$ cat config.mk
export PLATFORM = sky130hd
export DESIGN_NAME = srp_bank
export DESIGN_NICKNAME = d
export VERILOG_FILES = /design/src/common/srp_pkg.sv /design/src/hdl/srp_pin_sync.sv /design/src/hdl/srp_bank.sv
export VERILOG_INCLUDE_DIRS = /design/src /design/src/common
export SDC_FILE = /design/constraint.sdc
export NUM_CORES = 1
export LEC_CHECK = 0
export BUFFER_PORTS_ARGS = -buffer_cell sky130_fd_sc_hd__buf_4
export CAP_MARGIN = 30
export CORE_MARGIN = 4
export CORE_UTILIZATION = 55
export CTS_BUF_LIST = sky130_fd_sc_hd__clkbuf_2
export DETAILED_ROUTE_END_ITERATION = 6
export GPL_ROUTABILITY_DRIVEN = 0
export PLACE_DENSITY = 0.73
export SYNTH_ARGS = -nofsm -noshare
export SYNTH_HDL_FRONTEND = slang
export SYNTH_SLANG_ARGS = --single-unit
$ cat constraint.sdc
create_clock -name i_clk -period 2.6 [get_ports i_clk]
set_input_delay 0.39 -clock i_clk [delete_from_list [all_inputs] [get_ports i_clk]]
set_output_delay 0.39 -clock i_clk [all_outputs]
set_load 0.1 [all_outputs]
$ cat src/common/srp_cfg.svh
`ifndef SRP_CFG_SVH
`define SRP_CFG_SVH

// Opcodes of the register commands served by this bank
`define SRP_WRITE_STATUS_CMD 8'h01
`define SRP_WRITE_ANY_REG_CMD 8'h71
`define SRP_WRITE_DISABLE_CMD 8'h04
`define SRP_SPECIAL_SECTOR_WRITE_CMD 8'h42
`define SRP_SERIAL_NUMBER_WRITE_CMD 8'hc2
`define SRP_WRITE_ENABLE_CMD 8'h06
`define SRP_READ_STATUS_ONE_CMD 8'h05
`define SRP_READ_STATUS_TWO_CMD 8'h07
`define SRP_READ_ANY_REG_CMD 8'h65

// Register addresses used with the any-register commands
`define SRP_ADDR_STATUS_NV 24'h000000
`define SRP_ADDR_STATUS_V 24'h070000
`define SRP_ADDR_CRC_NV 24'h000001
`define SRP_ADDR_CRC_V 24'h070001

// Field positions of the first status register
`define SRP_LOCK_BIT 7
`define SRP_RSVD_BIT 6
`define SRP_ORIGIN_BIT 5
`define SRP_BP_HI 4
`define SRP_BP_LO 2
`define SRP_WEL_BIT 1
`define SRP_BUSY_BIT 0
// Bits that a register write may change
`define SRP_WRITABLE_MASK 8'hbc
`define SRP_STATUS_RESET 8'h00

// Field positions of the CRC status register
`define SRP_CRC_SUSPEND_BIT 4
`define SRP_CRC_ABORT_BIT 3

// Serial framing
`define SRP_BIT_LAST 3'h7
`define SRP_ADDR_LAST 2'h2

// Synchronised pin vector: positions and idle levels
`define SRP_PIN_W 5
`define SRP_PIN_SCK 0
`define SRP_PIN_CS_N 1
`define SRP_PIN_SI 2
`define SRP_PIN_WP_N 3
`define SRP_PIN_HWRST_N 4
`define SRP_PIN_IDLE 5'h1a

`endif

$ cat src/common/srp_pkg.sv
package srp_pkg;

  // Phase of the serial frame
  typedef enum logic [2:0] {
    st_opcode,
    st_addr,
    st_data,
    st_read,
    st_ignore
  } srp_phase_e;

  // Source of the byte shifted out on a read
  typedef enum logic [1:0] {
    rd_status_one,
    rd_crc_status,
    rd_zero
  } srp_rdsel_e;

endpackage

$ cat src/hdl/srp_pin_sync.sv
`timescale 1ns/1ps
`include "srp_cfg.svh"

module srp_pin_sync (
  // Clock and reset
  input wire logic i_clk,
  input wire logic i_arst_n,
  // Raw pins
  input wire logic [`SRP_PIN_W-1:0] i_pins,
  // Filtered pins
  output logic [`SRP_PIN_W-1:0] o_pins
);

  ////////////////////////////////////////////////////////////////////////
  // Three-stage chain per pin; the filtered level only moves once the
  // second and third stages agree, which rejects one-cycle glitches.
  genvar gi;
  generate
    for (gi = 0; gi < `SRP_PIN_W; gi = gi + 1) begin : g_pin
      // Idle levels as a vector, so one bit is picked, not truncated
      localparam logic [`SRP_PIN_W-1:0] idle_vec = `SRP_PIN_IDLE;
      logic q1;
      logic q2;
      logic q3;
      // Chain and filter share one process, all reset to idle
      always_ff @(posedge i_clk or negedge i_arst_n) begin
        if (!i_arst_n) begin
          q1 <= idle_vec[gi];
          q2 <= idle_vec[gi];
          q3 <= idle_vec[gi];
          o_pins[gi] <= idle_vec[gi];
        end else begin
          q1 <= i_pins[gi];
          q2 <= q1;
          q3 <= q2;
          // First stage is read by the second stage only
          if (q2 == q3) begin
            o_pins[gi] <= q3;
          end
        end
      end
    end
  endgenerate

endmodule

$ cat src/hdl/srp_bank.sv
`timescale 1ns/1ps
`include "srp_cfg.svh"

// Overview of operation
// Power-up and hardware reset reload working copy
// Control outputs come from working copy only
// Volatile write changes working copy, not shadow
// Nonvolatile write updates shadow and working copy
// Every status read returns the working copy
// CRC status register is read-only
// Status-one written and read by four commands
// Any-register write at zero is nonvolatile
// Any-register write at 0x070000 is volatile
// Any-register read at both addresses gives copy
// Eight bits, default zero, fixed bit layout
// Lock bit plus low protect pin blocks writes
// Locked register writes are ignored entirely; the latch still clears at deselect
// Lock bit zero never blocks register writes
// Origin bit one protects from array bottom
// Three block-protect bits select protected range
// Write latch read-only, volatile, resets to zero
// Busy bit read-only, one while busy
// Reserved bit always reads zero
// Only write-enable command sets the latch
// Listed write opcodes clear latch at deselect
// Busy set only during CRC calculation
// Writes never touch read-only or reserved bits

module srp_bank (
  // Clock and reset
  input wire logic i_clk,
  input wire logic i_arst_n,
  // Serial pins from the host
  input wire logic i_sck,
  input wire logic i_cs_n,
  input wire logic i_si,
  input wire logic i_write_protect_n,
  input wire logic i_hw_reset_n,
  // Serial data out, enable low while driving
  output logic o_so,
  output logic o_so_oe_n,
  // CRC engine state, same clock
  input wire logic i_crc_busy,
  input wire logic i_crc_suspended,
  input wire logic i_crc_aborted,
  // Protection settings for the array logic
  output logic o_protect_origin_sel,
  output logic [2:0] o_block_protect,
  output logic o_write_enable_latch,
  output logic o_reg_lock_active,
  output logic [7:0] o_status_reg_one
);

  ////////////////////////////////////////////////////////////////////////
  // Pin synchroniser

  logic [`SRP_PIN_W-1:0] raw_pins; // Pins in vector order
  logic [`SRP_PIN_W-1:0] pins; // Filtered pins
  logic sck; // Filtered serial clock
  logic cs_n; // Filtered chip select
  logic si; // Filtered serial data in
  logic wp_n; // Filtered write-protect pin
  logic hwrst_n; // Filtered hardware reset pin

  assign raw_pins = {i_hw_reset_n, i_write_protect_n, i_si, i_cs_n, i_sck};

  srp_pin_sync u_sync (
    .i_clk(i_clk),
    .i_arst_n(i_arst_n),
    .i_pins(raw_pins),
    .o_pins(pins)
  );

  assign sck = pins[`SRP_PIN_SCK];
  assign cs_n = pins[`SRP_PIN_CS_N];
  assign si = pins[`SRP_PIN_SI];
  assign wp_n = pins[`SRP_PIN_WP_N];
  assign hwrst_n = pins[`SRP_PIN_HWRST_N];

  ////////////////////////////////////////////////////////////////////////
  // Edge detection on the filtered pins

  logic sck_d; // Previous serial clock
  logic cs_n_d; // Previous chip select

  // Previous levels, idle after reset
  always_ff @(posedge i_clk or negedge i_arst_n) begin
    if (!i_arst_n) begin
      sck_d <= 1'b0;
      cs_n_d <= 1'b1;
    end else begin
      sck_d <= sck;
      cs_n_d <= cs_n;
    end
  end

  logic sck_rise; // Input sampling edge inside a frame
  logic sck_fall; // Output shifting edge inside a frame
  logic cs_fall; // Frame start
  logic cs_rise; // Frame end, commit point

  // Mode 0 only: a clock edge counts while selected and out of reset
  assign sck_rise = sck & ~sck_d & ~cs_n & hwrst_n;
  assign sck_fall = ~sck & sck_d & ~cs_n & hwrst_n;
  assign cs_fall = ~cs_n & cs_n_d;
  assign cs_rise = cs_n & ~cs_n_d & hwrst_n;

  ////////////////////////////////////////////////////////////////////////
  // Register storage

  logic [7:0] shadow; // Nonvolatile copy, writable bits only
  logic [7:0] working; // Volatile copy, writable bits only
  logic write_enable_latch; // Write-enable latch
  logic reload_pend; // Working copy awaits the shadow

  logic [7:0] status_view; // Working copy as the host sees it
  logic [7:0] crc_view; // CRC status as the host sees it

  // Latch and busy live outside the stored bytes; reserved reads zero
  always_comb begin
    status_view = working & `SRP_WRITABLE_MASK;
    status_view[`SRP_RSVD_BIT] = 1'b0;
    status_view[`SRP_WEL_BIT] = write_enable_latch;
    status_view[`SRP_BUSY_BIT] = i_crc_busy;
  end

  // Only the two flag inputs reach this view; no write path exists
  always_comb begin
    crc_view = 8'h00;
    crc_view[`SRP_CRC_SUSPEND_BIT] = i_crc_suspended;
    crc_view[`SRP_CRC_ABORT_BIT] = i_crc_aborted;
  end

  ////////////////////////////////////////////////////////////////////////
  // Frame decoding state

  srp_pkg::srp_phase_e phase; // Frame phase
  srp_pkg::srp_rdsel_e rd_sel; // Read source
  logic [7:0] opcode; // Received opcode
  logic op_valid; // Opcode fully received
  logic [7:0] shift_in; // Input shift register
  logic [2:0] bit_cnt; // Bits of the current input byte
  logic [1:0] addr_cnt; // Address bytes received
  logic [23:0] addr; // Register address
  logic [7:0] data_byte; // First data byte of a write
  logic data_valid; // Data byte complete
  logic [7:0] out_sh; // Output shift register
  logic [2:0] out_cnt; // Bits already shifted out
  logic out_pend; // Next falling edge loads a byte

  logic byte_done; // Last bit of a byte on this edge
  logic [7:0] new_byte; // Byte completed on this edge
  logic [23:0] new_addr; // Address after this byte

  assign byte_done = sck_rise && (bit_cnt == `SRP_BIT_LAST);
  assign new_byte = {shift_in[6:0], si};
  assign new_addr = {addr[15:0], new_byte};

  ////////////////////////////////////////////////////////////////////////
  // Opcode and address decoding

  logic op_wr_status; // Status write opcode
  logic op_wr_any; // Any-register write opcode
  logic op_rd_any; // Any-register read opcode
  logic op_rd_one; // Status-one read opcode
  logic op_rd_two; // CRC status read opcode
  logic op_write_enable_cmd; // Write-enable opcode
  logic op_wel_clear; // Opcodes that drop the latch

  assign op_wr_status = (opcode == `SRP_WRITE_STATUS_CMD);
  assign op_wr_any = (opcode == `SRP_WRITE_ANY_REG_CMD);
  assign op_rd_any = (opcode == `SRP_READ_ANY_REG_CMD);
  assign op_rd_one = (new_byte == `SRP_READ_STATUS_ONE_CMD);
  assign op_rd_two = (new_byte == `SRP_READ_STATUS_TWO_CMD);
  assign op_write_enable_cmd = (opcode == `SRP_WRITE_ENABLE_CMD);
  // Memory write opcodes are deliberately absent from this list
  assign op_wel_clear = (opcode == `SRP_WRITE_DISABLE_CMD) ||
                        op_wr_status || op_wr_any ||
                        (opcode == `SRP_SPECIAL_SECTOR_WRITE_CMD) ||
                        (opcode == `SRP_SERIAL_NUMBER_WRITE_CMD);

  srp_pkg::srp_rdsel_e addr_sel; // Read source for a full address

  // Both address aliases read the same working copy
  assign addr_sel =
    ((new_addr == `SRP_ADDR_STATUS_NV) ||
     (new_addr == `SRP_ADDR_STATUS_V)) ? srp_pkg::rd_status_one :
    ((new_addr == `SRP_ADDR_CRC_NV) ||
     (new_addr == `SRP_ADDR_CRC_V)) ? srp_pkg::rd_crc_status :
    srp_pkg::rd_zero;

  logic [7:0] rd_value; // Byte loaded into the output shifter

  assign rd_value = (rd_sel == srp_pkg::rd_status_one) ? status_view :
                    (rd_sel == srp_pkg::rd_crc_status) ? crc_view :
                    8'h00;

  ////////////////////////////////////////////////////////////////////////
  // Frame sequencer: inputs on rising edges, outputs on falling edges

  always_ff @(posedge i_clk or negedge i_arst_n) begin
    if (!i_arst_n) begin
      phase <= srp_pkg::st_ignore;
      rd_sel <= srp_pkg::rd_zero;
      opcode <= 8'h00;
      op_valid <= 1'b0;
      shift_in <= 8'h00;
      bit_cnt <= 3'h0;
      addr_cnt <= 2'h0;
      addr <= 24'h000000;
      data_byte <= 8'h00;
      data_valid <= 1'b0;
      out_sh <= 8'h00;
      out_cnt <= 3'h0;
      out_pend <= 1'b0;
    end else if (!hwrst_n || cs_rise) begin
      // Frame over or aborted: stop driving; an abort also clears op_valid, other decode kept until next start
      phase <= srp_pkg::st_ignore;
      out_pend <= 1'b0;
      if (!hwrst_n) begin
        op_valid <= 1'b0;
      end
    end else if (cs_fall) begin
      // New frame always begins with an opcode
      phase <= srp_pkg::st_opcode;
      op_valid <= 1'b0;
      bit_cnt <= 3'h0;
      addr_cnt <= 2'h0;
      data_valid <= 1'b0;
      out_pend <= 1'b0;
    end else if (sck_rise) begin
      shift_in <= new_byte;
      bit_cnt <= bit_cnt + 3'h1;
      if (byte_done) begin
        case (phase)
          srp_pkg::st_opcode: begin
            opcode <= new_byte;
            op_valid <= 1'b1;
            if (new_byte == `SRP_WRITE_STATUS_CMD) begin
              phase <= srp_pkg::st_data;
            end else if (new_byte == `SRP_WRITE_ANY_REG_CMD ||
                         new_byte == `SRP_READ_ANY_REG_CMD) begin
              phase <= srp_pkg::st_addr;
            end else if (op_rd_one || op_rd_two) begin
              phase <= srp_pkg::st_read;
              out_pend <= 1'b1;
              rd_sel <= op_rd_one ? srp_pkg::rd_status_one :
                                    srp_pkg::rd_crc_status;
            end else begin
              phase <= srp_pkg::st_ignore;
            end
          end
          srp_pkg::st_addr: begin
            addr <= new_addr;
            addr_cnt <= addr_cnt + 2'h1;
            // Third address byte ends the address phase
            if (addr_cnt == `SRP_ADDR_LAST) begin
              if (op_wr_any) begin
                phase <= srp_pkg::st_data;
              end else begin
                phase <= srp_pkg::st_read;
                out_pend <= 1'b1;
                rd_sel <= addr_sel;
              end
            end
          end
          srp_pkg::st_data: begin
            // Only the first data byte counts; the rest is dropped
            data_byte <= new_byte;
            data_valid <= 1'b1;
            phase <= srp_pkg::st_ignore;
          end
          default: begin
            phase <= phase;
          end
        endcase
      end
    end else if (sck_fall && phase == srp_pkg::st_read) begin
      // Reload each byte so a polling host sees fresh status
      if (out_pend || out_cnt == `SRP_BIT_LAST) begin
        out_sh <= rd_value;
        out_cnt <= 3'h0;
        out_pend <= 1'b0;
      end else begin
        out_sh <= {out_sh[6:0], 1'b0};
        out_cnt <= out_cnt + 3'h1;
      end
    end
  end

  // Output pin: enable low only while a read byte is on the wire
  assign o_so = out_sh[7];
  assign o_so_oe_n = !(phase == srp_pkg::st_read && !out_pend && !cs_n);

  ////////////////////////////////////////////////////////////////////////
  // Write qualification at the end of a frame

  logic reg_locked; // Register writes blocked by lock and pin
  logic write_ok; // A register write may take effect
  logic wr_nv; // Shadow and working copy both written
  logic wr_v; // Working copy written
  logic [7:0] merged; // Host data limited to writable bits

  // Lock bit zero leaves the pin without any effect
  assign reg_locked = working[`SRP_LOCK_BIT] & ~wp_n;
  // Busy also refuses writes, as the CRC engine owns the device then
  assign write_ok = cs_rise && op_valid && data_valid && write_enable_latch &&
                    !reg_locked && !i_crc_busy && !reload_pend;
  assign wr_nv = write_ok && (op_wr_status ||
                 (op_wr_any && addr == `SRP_ADDR_STATUS_NV));
  assign wr_v = wr_nv || (write_ok && op_wr_any &&
                addr == `SRP_ADDR_STATUS_V);
  assign merged = data_byte & `SRP_WRITABLE_MASK;

  ////////////////////////////////////////////////////////////////////////
  // Shadow: cleared only by power-up, so it survives the reset pin

  always_ff @(posedge i_clk or negedge i_arst_n) begin
    if (!i_arst_n) begin
      shadow <= `SRP_STATUS_RESET;
    end else if (wr_nv) begin
      shadow <= merged;
    end
  end

  ////////////////////////////////////////////////////////////////////////
  // Working copy: reloaded after power-up and on the reset pin

  always_ff @(posedge i_clk or negedge i_arst_n) begin
    if (!i_arst_n) begin
      working <= `SRP_STATUS_RESET;
      reload_pend <= 1'b1;
    end else if (!hwrst_n) begin
      reload_pend <= 1'b1;
    end else if (reload_pend) begin
      working <= shadow;
      reload_pend <= 1'b0;
    end else if (wr_v) begin
      working <= merged;
    end
  end

  ////////////////////////////////////////////////////////////////////////
  // Write-enable latch: set by one opcode, dropped by several

  always_ff @(posedge i_clk or negedge i_arst_n) begin
    if (!i_arst_n) begin
      write_enable_latch <= 1'b0;
    end else if (!hwrst_n) begin
      write_enable_latch <= 1'b0;
    end else if (cs_rise && op_valid && op_write_enable_cmd && !i_crc_busy) begin
      write_enable_latch <= 1'b1;
    end else if (cs_rise && op_valid && op_wel_clear) begin
      write_enable_latch <= 1'b0;
    end
  end

  ////////////////////////////////////////////////////////////////////////
  // Settings for the array logic: protection bits from the working copy, plus latch and status view

  // The array decoder reads the origin bit: one anchors the protected
  // range at the bottom of the array, zero at the top
  always_ff @(posedge i_clk or negedge i_arst_n) begin
    if (!i_arst_n) begin
      o_protect_origin_sel <= 1'b0;
      o_block_protect <= 3'h0;
      o_write_enable_latch <= 1'b0;
      o_status_reg_one <= `SRP_STATUS_RESET;
    end else begin
      o_protect_origin_sel <= working[`SRP_ORIGIN_BIT];
      o_block_protect <= working[`SRP_BP_HI:`SRP_BP_LO];
      o_write_enable_latch <= write_enable_latch;
      o_status_reg_one <= status_view;
    end
  end

  // Lock state for the configuration registers elsewhere in the device
  assign o_reg_lock_active = reg_locked;

endmodule

==> run_summary.xml, run 1 <==
<?xml version="1.0" encoding="UTF-8"?>
<metrics>
  <group name="outcome">
    <metric name="status" unit="">finished clean</metric>
  </group>
  <group name="pwr">
    <metric name="finalPower" unit="mW">2.93</metric>
    <metric name="power_leakage" unit="nW">2.40</metric>
    <metric name="power.net_switching" unit="mW">0.790</metric>
    <metric name="p_int" unit="mW">2.14</metric>
    <metric name="seqPwrFrac" unit="%">64.5</metric>
    <metric name="sw_ratio" unit="%">27.0</metric>
    <metric name="irDropWorstVdd" unit="mV">0.268</metric>
    <metric name="combinationalPowerShare" unit="%">10.0</metric>
    <metric name="power-per-cell-area" unit="nW/µm²">573</metric>
    <metric name="power_frac_clock" unit="%">25.5</metric>
  </group>
  <group name="logic_synthesis">
    <metric name="ys_async_sr_fraction" unit="%">100</metric>
    <metric name="synth-seq-area-share" unit="%">58.8</metric>
    <metric name="synth_nets" unit="">389</metric>
    <metric name="mappedNetlistArea" unit="µm²">4670</metric>
    <metric name="synth-edff-count" unit="">0</metric>
    <metric name="postSynthCellCount" unit="">374</metric>
    <metric name="synth-compound-area-share" unit="%">7.42</metric>
    <metric name="synth-simple-area-share" unit="%">13.8</metric>
    <metric name="synthDominantCellAreaShare" unit="%">49.8</metric>
    <metric name="synth-adder-area-share" unit="%">2.41</metric>
    <metric name="yosysTopAreaCell" unit="">dfrtp_1</metric>
    <metric name="synth-warning-count" unit="">0</metric>
    <metric name="main_flop_type_after_synthesis" unit="">dfrtp_1</metric>
    <metric name="synth_xor_area_share" unit="%">0.563</metric>
    <metric name="netlist_top_cells_area" unit="">dfrtp_1, mux2_2, dfstp_2</metric>
    <metric name="postSynthRegisterBits" unit="">109</metric>
    <metric name="post_synth_mux_area_share" unit="%">13.8</metric>
    <metric name="ys_types" unit="">57</metric>
    <metric name="synth_top_family_by_area" unit="">multiplexers</metric>
    <metric name="avg_inst_size_synth" unit="µm²">12.5</metric>
  </group>
  <group name="die">
    <metric name="placementRows" unit="">33</metric>
    <metric name="floorplan.io_pins" unit="">26</metric>
    <metric name="core" unit="µm²">8260</metric>
    <metric name="floorplan.initialDensity" unit="%">56.5</metric>
    <metric name="die_area" unit="µm²">10000</metric>
    <metric name="fp.dieH" unit="µm">100</metric>
    <metric name="die_w" unit="µm">100</metric>
  </group>
  <group name="clock_network">
    <metric name="clockBufferDepth" unit="">2</metric>
    <metric name="clk_latency" unit="ps">560</metric>
    <metric name="htree_levels" unit="">3</metric>
    <metric name="cts_sinks" unit="">109</metric>
    <metric name="cts_tree" unit="">yes</metric>
    <metric name="number_of_clock_buffers_inserted_by_tritoncts" unit="">9</metric>
    <metric name="cts_setup_buffers" unit="">0</metric>
    <metric name="clk_transition_reported_paths" unit="ps">270</metric>
    <metric name="cts.root.buffer_cell" unit="">clkbuf_2</metric>
  </group>
  <group name="detailed_routing">
    <metric name="met2_length" unit="µm">4210</metric>
    <metric name="drt_pass1_iterations" unit="">4</metric>
    <metric name="drt_drc_violations_left" unit="">0</metric>
    <metric name="route.top_layer_used" unit="">met4</metric>
    <metric name="via_per_inst" unit="">5.75</metric>
    <metric name="route.vias.total" unit="">2932</metric>
    <metric name="initialDrtViolationCount" unit="">128</metric>
    <metric name="wl_met1" unit="µm">4020</metric>
    <metric name="wl" unit="µm">8630</metric>
    <metric name="route.detailed.wl_per_inst" unit="µm">16.9</metric>
    <metric name="number_of_nets_still_failing_antenna_checks_after_routing" unit="">0</metric>
    <metric name="routed-wl-met3" unit="µm">313</metric>
  </group>
  <group name="sta">
    <metric name="fmaxAchievable" unit="MHz">419</metric>
    <metric name="final-max-slew-violation-count" unit="">0</metric>
    <metric name="max_transition_margin" unit="%">59.1</metric>
    <metric name="setup_viol" unit="">0</metric>
    <metric name="max_slew.worst_pin.slew" unit="ps">608</metric>
    <metric name="fin_worst_hold_slack" unit="ps">245</metric>
    <metric name="skew" unit="ps">31.0</metric>
    <metric name="finalSetupTns" unit="ps">0</metric>
    <metric name="final-hold-violation-count" unit="">0</metric>
    <metric name="period_share" unit="%">91.9</metric>
    <metric name="rsz0062_at_grt" unit="">no</metric>
    <metric name="final.min_clock_period" unit="ps">2390</metric>
  </group>
  <group name="finish">
    <metric name="fillers" unit="">660</metric>
    <metric name="drive_above_1_share" unit="%">30.4</metric>
    <metric name="flow.area_growth_from_synthesis" unit="%">9.38</metric>
    <metric name="multi_input_area" unit="µm²">1790</metric>
    <metric name="layout.cells.most_common_list" unit="">dfrtp_1, mux2_2, nand2_1, buf_4, nor2_1</metric>
    <metric name="antenna_cells" unit="">0</metric>
    <metric name="layout.cells.most_common" unit="">dfrtp_1</metric>
    <metric name="final-seq-area" unit="µm²">2750</metric>
    <metric name="fin_nets" unit="">415</metric>
  </group>
  <group name="global_route">
    <metric name="grt_antenna_before_repair" unit="">0</metric>
    <metric name="globalRoute.totalOverflow" unit="">0</metric>
    <metric name="first_global_vias" unit="">2896</metric>
    <metric name="global_route_usage_over_all_layers" unit="%">18.6</metric>
    <metric name="grt_start_max_net_pins" unit="">80</metric>
    <metric name="grt_pass1_wl" unit="µm">14800</metric>
  </group>
  <group name="placed_design">
    <metric name="portBuffers" unit="">24</metric>
    <metric name="dp_hpwl" unit="µm">5990</metric>
  </group>
  <group name="critical_path">
    <metric name="critical-path-max-stage-delay" unit="ps">700</metric>
    <metric name="worstSetupEndpointType" unit="">output port</metric>
    <metric name="timing.critical_path.from_type" unit="">flip-flop</metric>
    <metric name="worst-endpoint-required" unit="ps">2210</metric>
    <metric name="crit_slowest_cell" unit="">dfrtp_1</metric>
    <metric name="crit_fanout" unit="">13</metric>
    <metric name="path_class" unit="">reg2out</metric>
    <metric name="cp_cell_sequence" unit="">nand3b_1 -&gt; or3_1 -&gt; buf_4</metric>
    <metric name="worst-endpoint-arrival" unit="ps">2000</metric>
  </group>
  <group name="run">
    <metric name="drv.max_cap_violation_count" unit="">0</metric>
  </group>
  <group name="hold_path">
    <metric name="worst_hold_path_type" unit="">in2async</metric>
  </group>
</metrics>
## registers in the layout (all words and copies together), names as in the netlist, 2 cells and up
name,cells
addr,24
opcode,8
out_sh,8
shift_in,7
data_byte,5
o_status_reg_one,5
shadow,5
u_sync.g_pin.q1,5
u_sync.g_pin.q2,5
u_sync.g_pin.q3,5
u_sync.o_pins,5
working,5
bit_cnt,3
out_cnt,3
phase,3
addr_cnt,2
o_block_protect,2
rd_sel,2
## Yosys cell counts, types with 5 or more instances
library cell	number
buf_4	8
a21oi_1	12
nand3_1	10
or3_1	5
inv_1	7
clkbuf_1	10
nor2_1	17
mux2_4	5
nand2_1	29
nor3_1	11
mux2_1	6
a22oi_1	8
dfstp_2	16
dfrtp_1	93
maj3_1	5
mux2_2	42
ha_1	5
o21ai_0	15
## metrics by stage
step | setup WS, ps | area [µm²] | std cells | util, %
floorplan | 444 | 4670 | 374 | -
global placement | 317 | 4930 | 487 | 59.7
detailed placement | 272 | 4930 | 487 | 59.7
CTS | 186 | 5110 | 510 | 61.8
global route | 58.5 | 5110 | 510 | 61.8
finish | 211 | 5110 | 510 | 61.8
## repair_timing
action	4_1_cts	5_1_grt
hold endpoints to repair	27	0
resized for setup	0	0
hold buffers	7	0
## power by group through the flow
stage	clock network, mW	logic (mW)	registers [mW]
finish	0.747	0.292	1.89
global route	0.838	0.339	1.90
detailed placement	0	0.284	1.92
CTS	0.768	0.294	1.89
floorplan	0	0.221	1.86
global placement	0	0.273	1.91
## area by class of cell
cell class | count | area share (%)
Clock buffer | 11 | 1.08
Clock inverter | 5 | 1.03
Inverter | 7 | 0.514
Multi-Input combinational cell | 236 | 35.0
Sequential cell | 109 | 53.8
Tap cell | 105 | 2.57
Timing Repair Buffer | 37 | 6.03
## final timing paths
path                                     from                 end  slack, ps  cells past startpoint
max in group asynchronous            i_arst_n           rd_sel[1]       1560                      3
setup / recovery                     phase[0]           o_so_oe_n        210                      3
min in group i_clk            i_crc_suspended           out_sh[4]        310                      5
hold / removal                       i_arst_n  u_sync.g_pin[0].q1        240                      2
hold reg to reg            u_sync.g_pin[1].q1  u_sync.g_pin[1].q2        370                      0
setup reg to reg             u_sync.o_pins[4]          working[5]        270                      5
## per-layer routing
layer  vias up  track usage [%]
li1       1387                -
met2        55             29.2
met4         0             5.91
met3         6             3.54
met5         -                0
met1      1484             26.4
## worst max-delay path: cells and delay by family, from the launching register on
kind,cells,cell delay [ps]
buffers and inverters,1,240
and+or+nand+nor,2,500
DFF,1,700
## cells by family (layout without fill, tap and decap cells)
| group | after synthesis | after routing |
|---|---|---|
| AND/OR/NAND/NOR | 113 | 113 |
| multiplexers | 56 | 56 |
| other | 1 | 1 |
| adder cells (fa/ha/maj) | 10 | 10 |
| buffers and inverters | 29 | 60 |
| XOR/XNOR | 3 | 3 |
| flip-flops | 109 | 109 |
| AO/OA/AOI/OAI | 53 | 53 |
(Power assumes the default switching activity.)
==> inputs of run 2 (changes only) <==
--- a/config.mk
+++ b/config.mk
@@ -11,6 +11,7 @@
 export CORE_MARGIN = 4
 export CORE_UTILIZATION = 55
 export CTS_BUF_LIST = sky130_fd_sc_hd__clkbuf_2
+export CTS_CLUSTER_DIAMETER = 40
 export DETAILED_ROUTE_END_ITERATION = 6
 export GPL_ROUTABILITY_DRIVEN = 0
 export PLACE_DENSITY = 0.73
==> constraint.sdc (replaced) <==
create_clock -name i_clk -period 2.25 [get_ports i_clk]
set_input_delay 0.3375 -clock i_clk [delete_from_list [all_inputs] [get_ports i_clk]]
set_output_delay 0.3375 -clock i_clk [all_outputs]
set_load 0.1 [all_outputs]
==> run 2 against run 1 <==
Compared with the run above: critical path depth up 2; sequential share of layout area shrank 1.2 points; critical path type is now reg2reg; highest routed layer unchanged; register-to-register slack worse by 160 ps; clock skew down 4.1 ps; utilization increased by 1.4 points; die area unchanged; critical endpoint is now working[2]; combinational power is 22% higher; flip-flop and latch count did not move; via count rose by 1.1%.
==> run_summary.xml, run 2 (synthesized netlist as in run 1, its figures left out) <==
<?xml version="1.0" encoding="UTF-8"?>
<metrics>
  <group name="detailed_routing">
    <metric name="number_of_nets_still_failing_antenna_checks_after_routing" unit="">0</metric>
    <metric name="wl" unit="µm">8520</metric>
    <metric name="drt_pass1_iterations" unit="">4</metric>
    <metric name="via_per_inst" unit="">5.71</metric>
    <metric name="drt_drc_violations_left" unit="">0</metric>
    <metric name="initialDrtViolationCount" unit="">186</metric>
    <metric name="route.detailed.wl_per_inst" unit="µm">16.4</metric>
    <metric name="route.vias.total" unit="">2964</metric>
  </group>
  <group name="clock_network">
    <metric name="number_of_clock_buffers_inserted_by_tritoncts" unit="">9</metric>
    <metric name="clk_transition_reported_paths" unit="ps">270</metric>
    <metric name="cts.root.buffer_cell" unit="">clkbuf_2</metric>
    <metric name="cts_tree" unit="">yes</metric>
    <metric name="htree_levels" unit="">3</metric>
    <metric name="cts_sinks" unit="">109</metric>
    <metric name="clk_latency" unit="ps">550</metric>
    <metric name="clockBufferDepth" unit="">2</metric>
  </group>
  <group name="global_route">
    <metric name="global_route_usage_over_all_layers" unit="%">18.6</metric>
    <metric name="grt_pass1_wl" unit="µm">14800</metric>
    <metric name="first_global_vias" unit="">2928</metric>
    <metric name="globalRoute.totalOverflow" unit="">0</metric>
    <metric name="grt_antenna_before_repair" unit="">0</metric>
    <metric name="grt_start_max_net_pins" unit="">65</metric>
  </group>
  <group name="die">
    <metric name="core" unit="µm²">8260</metric>
    <metric name="fp.dieH" unit="µm">100</metric>
    <metric name="floorplan.initialDensity" unit="%">56.5</metric>
    <metric name="die_w" unit="µm">100</metric>
    <metric name="die_area" unit="µm²">10000</metric>
    <metric name="floorplan.io_pins" unit="">26</metric>
    <metric name="placementRows" unit="">33</metric>
  </group>
  <group name="critical_path">
    <metric name="timing.critical_path.from_type" unit="">flip-flop</metric>
    <metric name="worst-endpoint-required" unit="ps">2720</metric>
    <metric name="critical_path.n_buffers_inverters" unit="">0</metric>
    <metric name="worst-endpoint-arrival" unit="ps">2610</metric>
    <metric name="critical_path.top_delay_family" unit="">simple AND/OR/NAND/NOR gates</metric>
    <metric name="cp_cell_sequence" unit="">or4b_4 -&gt; nor4_4 -&gt; nand3_2 -&gt; o21ai_4 -&gt; mux2_1</metric>
    <metric name="rr_worst_depth" unit="">5</metric>
    <metric name="critical-path-max-stage-delay" unit="ps">590</metric>
    <metric name="rr_startpoint" unit="">opcode[1]</metric>
    <metric name="critical_path.startpoint" unit="">opcode[1]</metric>
    <metric name="cp_num_cells" unit="">5</metric>
    <metric name="crit-reg2reg-capture" unit="">working[2]</metric>
    <metric name="path_class" unit="">reg2reg</metric>
    <metric name="critPathCapture" unit="">working[2]</metric>
    <metric name="reg2reg_setup_slack" unit="ps">110</metric>
    <metric name="crit_fanout" unit="">5</metric>
    <metric name="crit_slowest_cell" unit="">or4b_4</metric>
    <metric name="worstSetupEndpointType" unit="">flip-flop</metric>
  </group>
  <group name="sta">
    <metric name="setup_viol" unit="">0</metric>
    <metric name="max_transition_margin" unit="%">58.5</metric>
    <metric name="final.min_clock_period" unit="ps">2140</metric>
    <metric name="final-max-slew-violation-count" unit="">0</metric>
    <metric name="skew" unit="ps">26.9</metric>
    <metric name="finalSetupTns" unit="ps">0</metric>
    <metric name="rsz0062_at_grt" unit="">yes</metric>
    <metric name="final-hold-violation-count" unit="">0</metric>
    <metric name="fin_worst_hold_slack" unit="ps">104</metric>
    <metric name="period_share" unit="%">95.2</metric>
    <metric name="max_slew.worst_pin.slew" unit="ps">618</metric>
    <metric name="fmaxAchievable" unit="MHz">467</metric>
  </group>
  <group name="placed_design">
    <metric name="dpl.cell_count" unit="">492</metric>
    <metric name="dp_hpwl" unit="µm">6060</metric>
    <metric name="portBuffers" unit="">24</metric>
  </group>
  <group name="finish">
    <metric name="drive_above_1_share" unit="%">32.6</metric>
    <metric name="largest_registers" unit="">addr (24), opcode (8), out_sh (8)</metric>
    <metric name="number_of_cells_in_the_finished_layout_apart_from_fillers" unit="">519</metric>
    <metric name="regMostFlops" unit="">addr</metric>
    <metric name="fin_util" unit="%">63.2</metric>
    <metric name="flow.area_growth_from_synthesis" unit="%">11.8</metric>
    <metric name="layout.cells.most_common_list" unit="">dfrtp_1, mux2_2, buf_4, nand2_1, nor2_1</metric>
    <metric name="layout.cells.most_common" unit="">dfrtp_1</metric>
    <metric name="largest_reg_flops" unit="">24</metric>
    <metric name="fin_nets" unit="">424</metric>
    <metric name="antenna_cells" unit="">0</metric>
  </group>
  <group name="pwr">
    <metric name="combinationalPowerShare" unit="%">10.8</metric>
    <metric name="sw_ratio" unit="%">27.9</metric>
    <metric name="seqPwrFrac" unit="%">66.0</metric>
    <metric name="power.net_switching" unit="mW">0.921</metric>
    <metric name="p_int" unit="mW">2.38</metric>
    <metric name="power-per-cell-area" unit="nW/µm²">633</metric>
    <metric name="power_leakage" unit="nW">2.45</metric>
    <metric name="power_frac_clock" unit="%">23.3</metric>
    <metric name="irDropWorstVdd" unit="mV">0.266</metric>
  </group>
  <group name="hold_path">
    <metric name="worst_hold_path_type" unit="">in2async</metric>
  </group>
  <group name="run">
    <metric name="drv.max_cap_violation_count" unit="">0</metric>
  </group>
  <group name="outcome">
    <metric name="status" unit="">finished clean</metric>
  </group>
</metrics>
[run 2: how the worst min path moves through the flow]
stage                         from                to  slack (ps)  cells past startpoint
after floorplan           i_arst_n           addr[0]          40                      0
after global placement    i_arst_n  u_sync.o_pins[0]         160                      1
after detailed placement  i_arst_n  u_sync.o_pins[0]         160                      1
after CTS                 i_arst_n  u_sync.o_pins[0]          50                      2
after global routing      i_arst_n  u_sync.o_pins[0]          20                      2
final                     i_arst_n  u_sync.o_pins[0]         100                      2
[run 2: area by class of cell]
class,instances,area [µm²]
Clock inverter,5,35.0
Inverter,7,26.3
Multi-Input combinational cell,236,1820
Timing Repair Buffer,46,404
Fill cell,644,3040
Clock buffer,11,55.1
Sequential cell,109,2750
Tap cell,105,131
[run 2: through the flow]
| step | total power [mW] | worst slack (ps) | cell area [µm²] |
|---|---|---|---|
| after CTS | 3.33 | 7.85 | 5150 |
| final | 3.30 | 108 | 5220 |
| after global placement | 2.53 | 95.9 | 4990 |
| after global routing | 3.48 | -22.2 | 5220 |
| after detailed placement | 2.55 | 37.6 | 4990 |
| after floorplan | 2.41 | 94.0 | 4670 |
[run 2: power by group through the flow]
stage	Sequential, mW	Clock (mW)	Combinational [mW]
finish	2.18	0.768	0.356
global route	2.20	0.878	0.405
CTS	2.18	0.801	0.347
detailed placement	2.21	0	0.338
global placement	2.21	0	0.322
floorplan	2.15	0	0.256
[run 2: routing by layer]
metal | global-route usage [%] | share of wire, % | vias to the layer above
li1 | - | - | 1409
met1 | 25.9 | 46 | 1474
met2 | 27.9 | 48 | 62
met3 | 3.96 | 3.7 | 19
met4 | 9.12 | 2.8 | 0
met5 | 0 | 0 | -
[run 2: worst register-to-register path, cell delays in order, from the launching register on]
cell and delay, ps:
dfrtp_1 470, or4b_4 590, nor4_4 310, nand3_2 120
o21ai_4 230, mux2_1 360
[run 2: timing repair]
| action | CTS | global route |
|---|---|---|
| setup buffers | 0 | 4 |
| gates resized for setup | 0 | 6 |
| hold buffers | 7 | 0 |
| endpoints found under the hold margin | 109 | 0 |
| endpoints found under the setup margin | 0 | 8 |
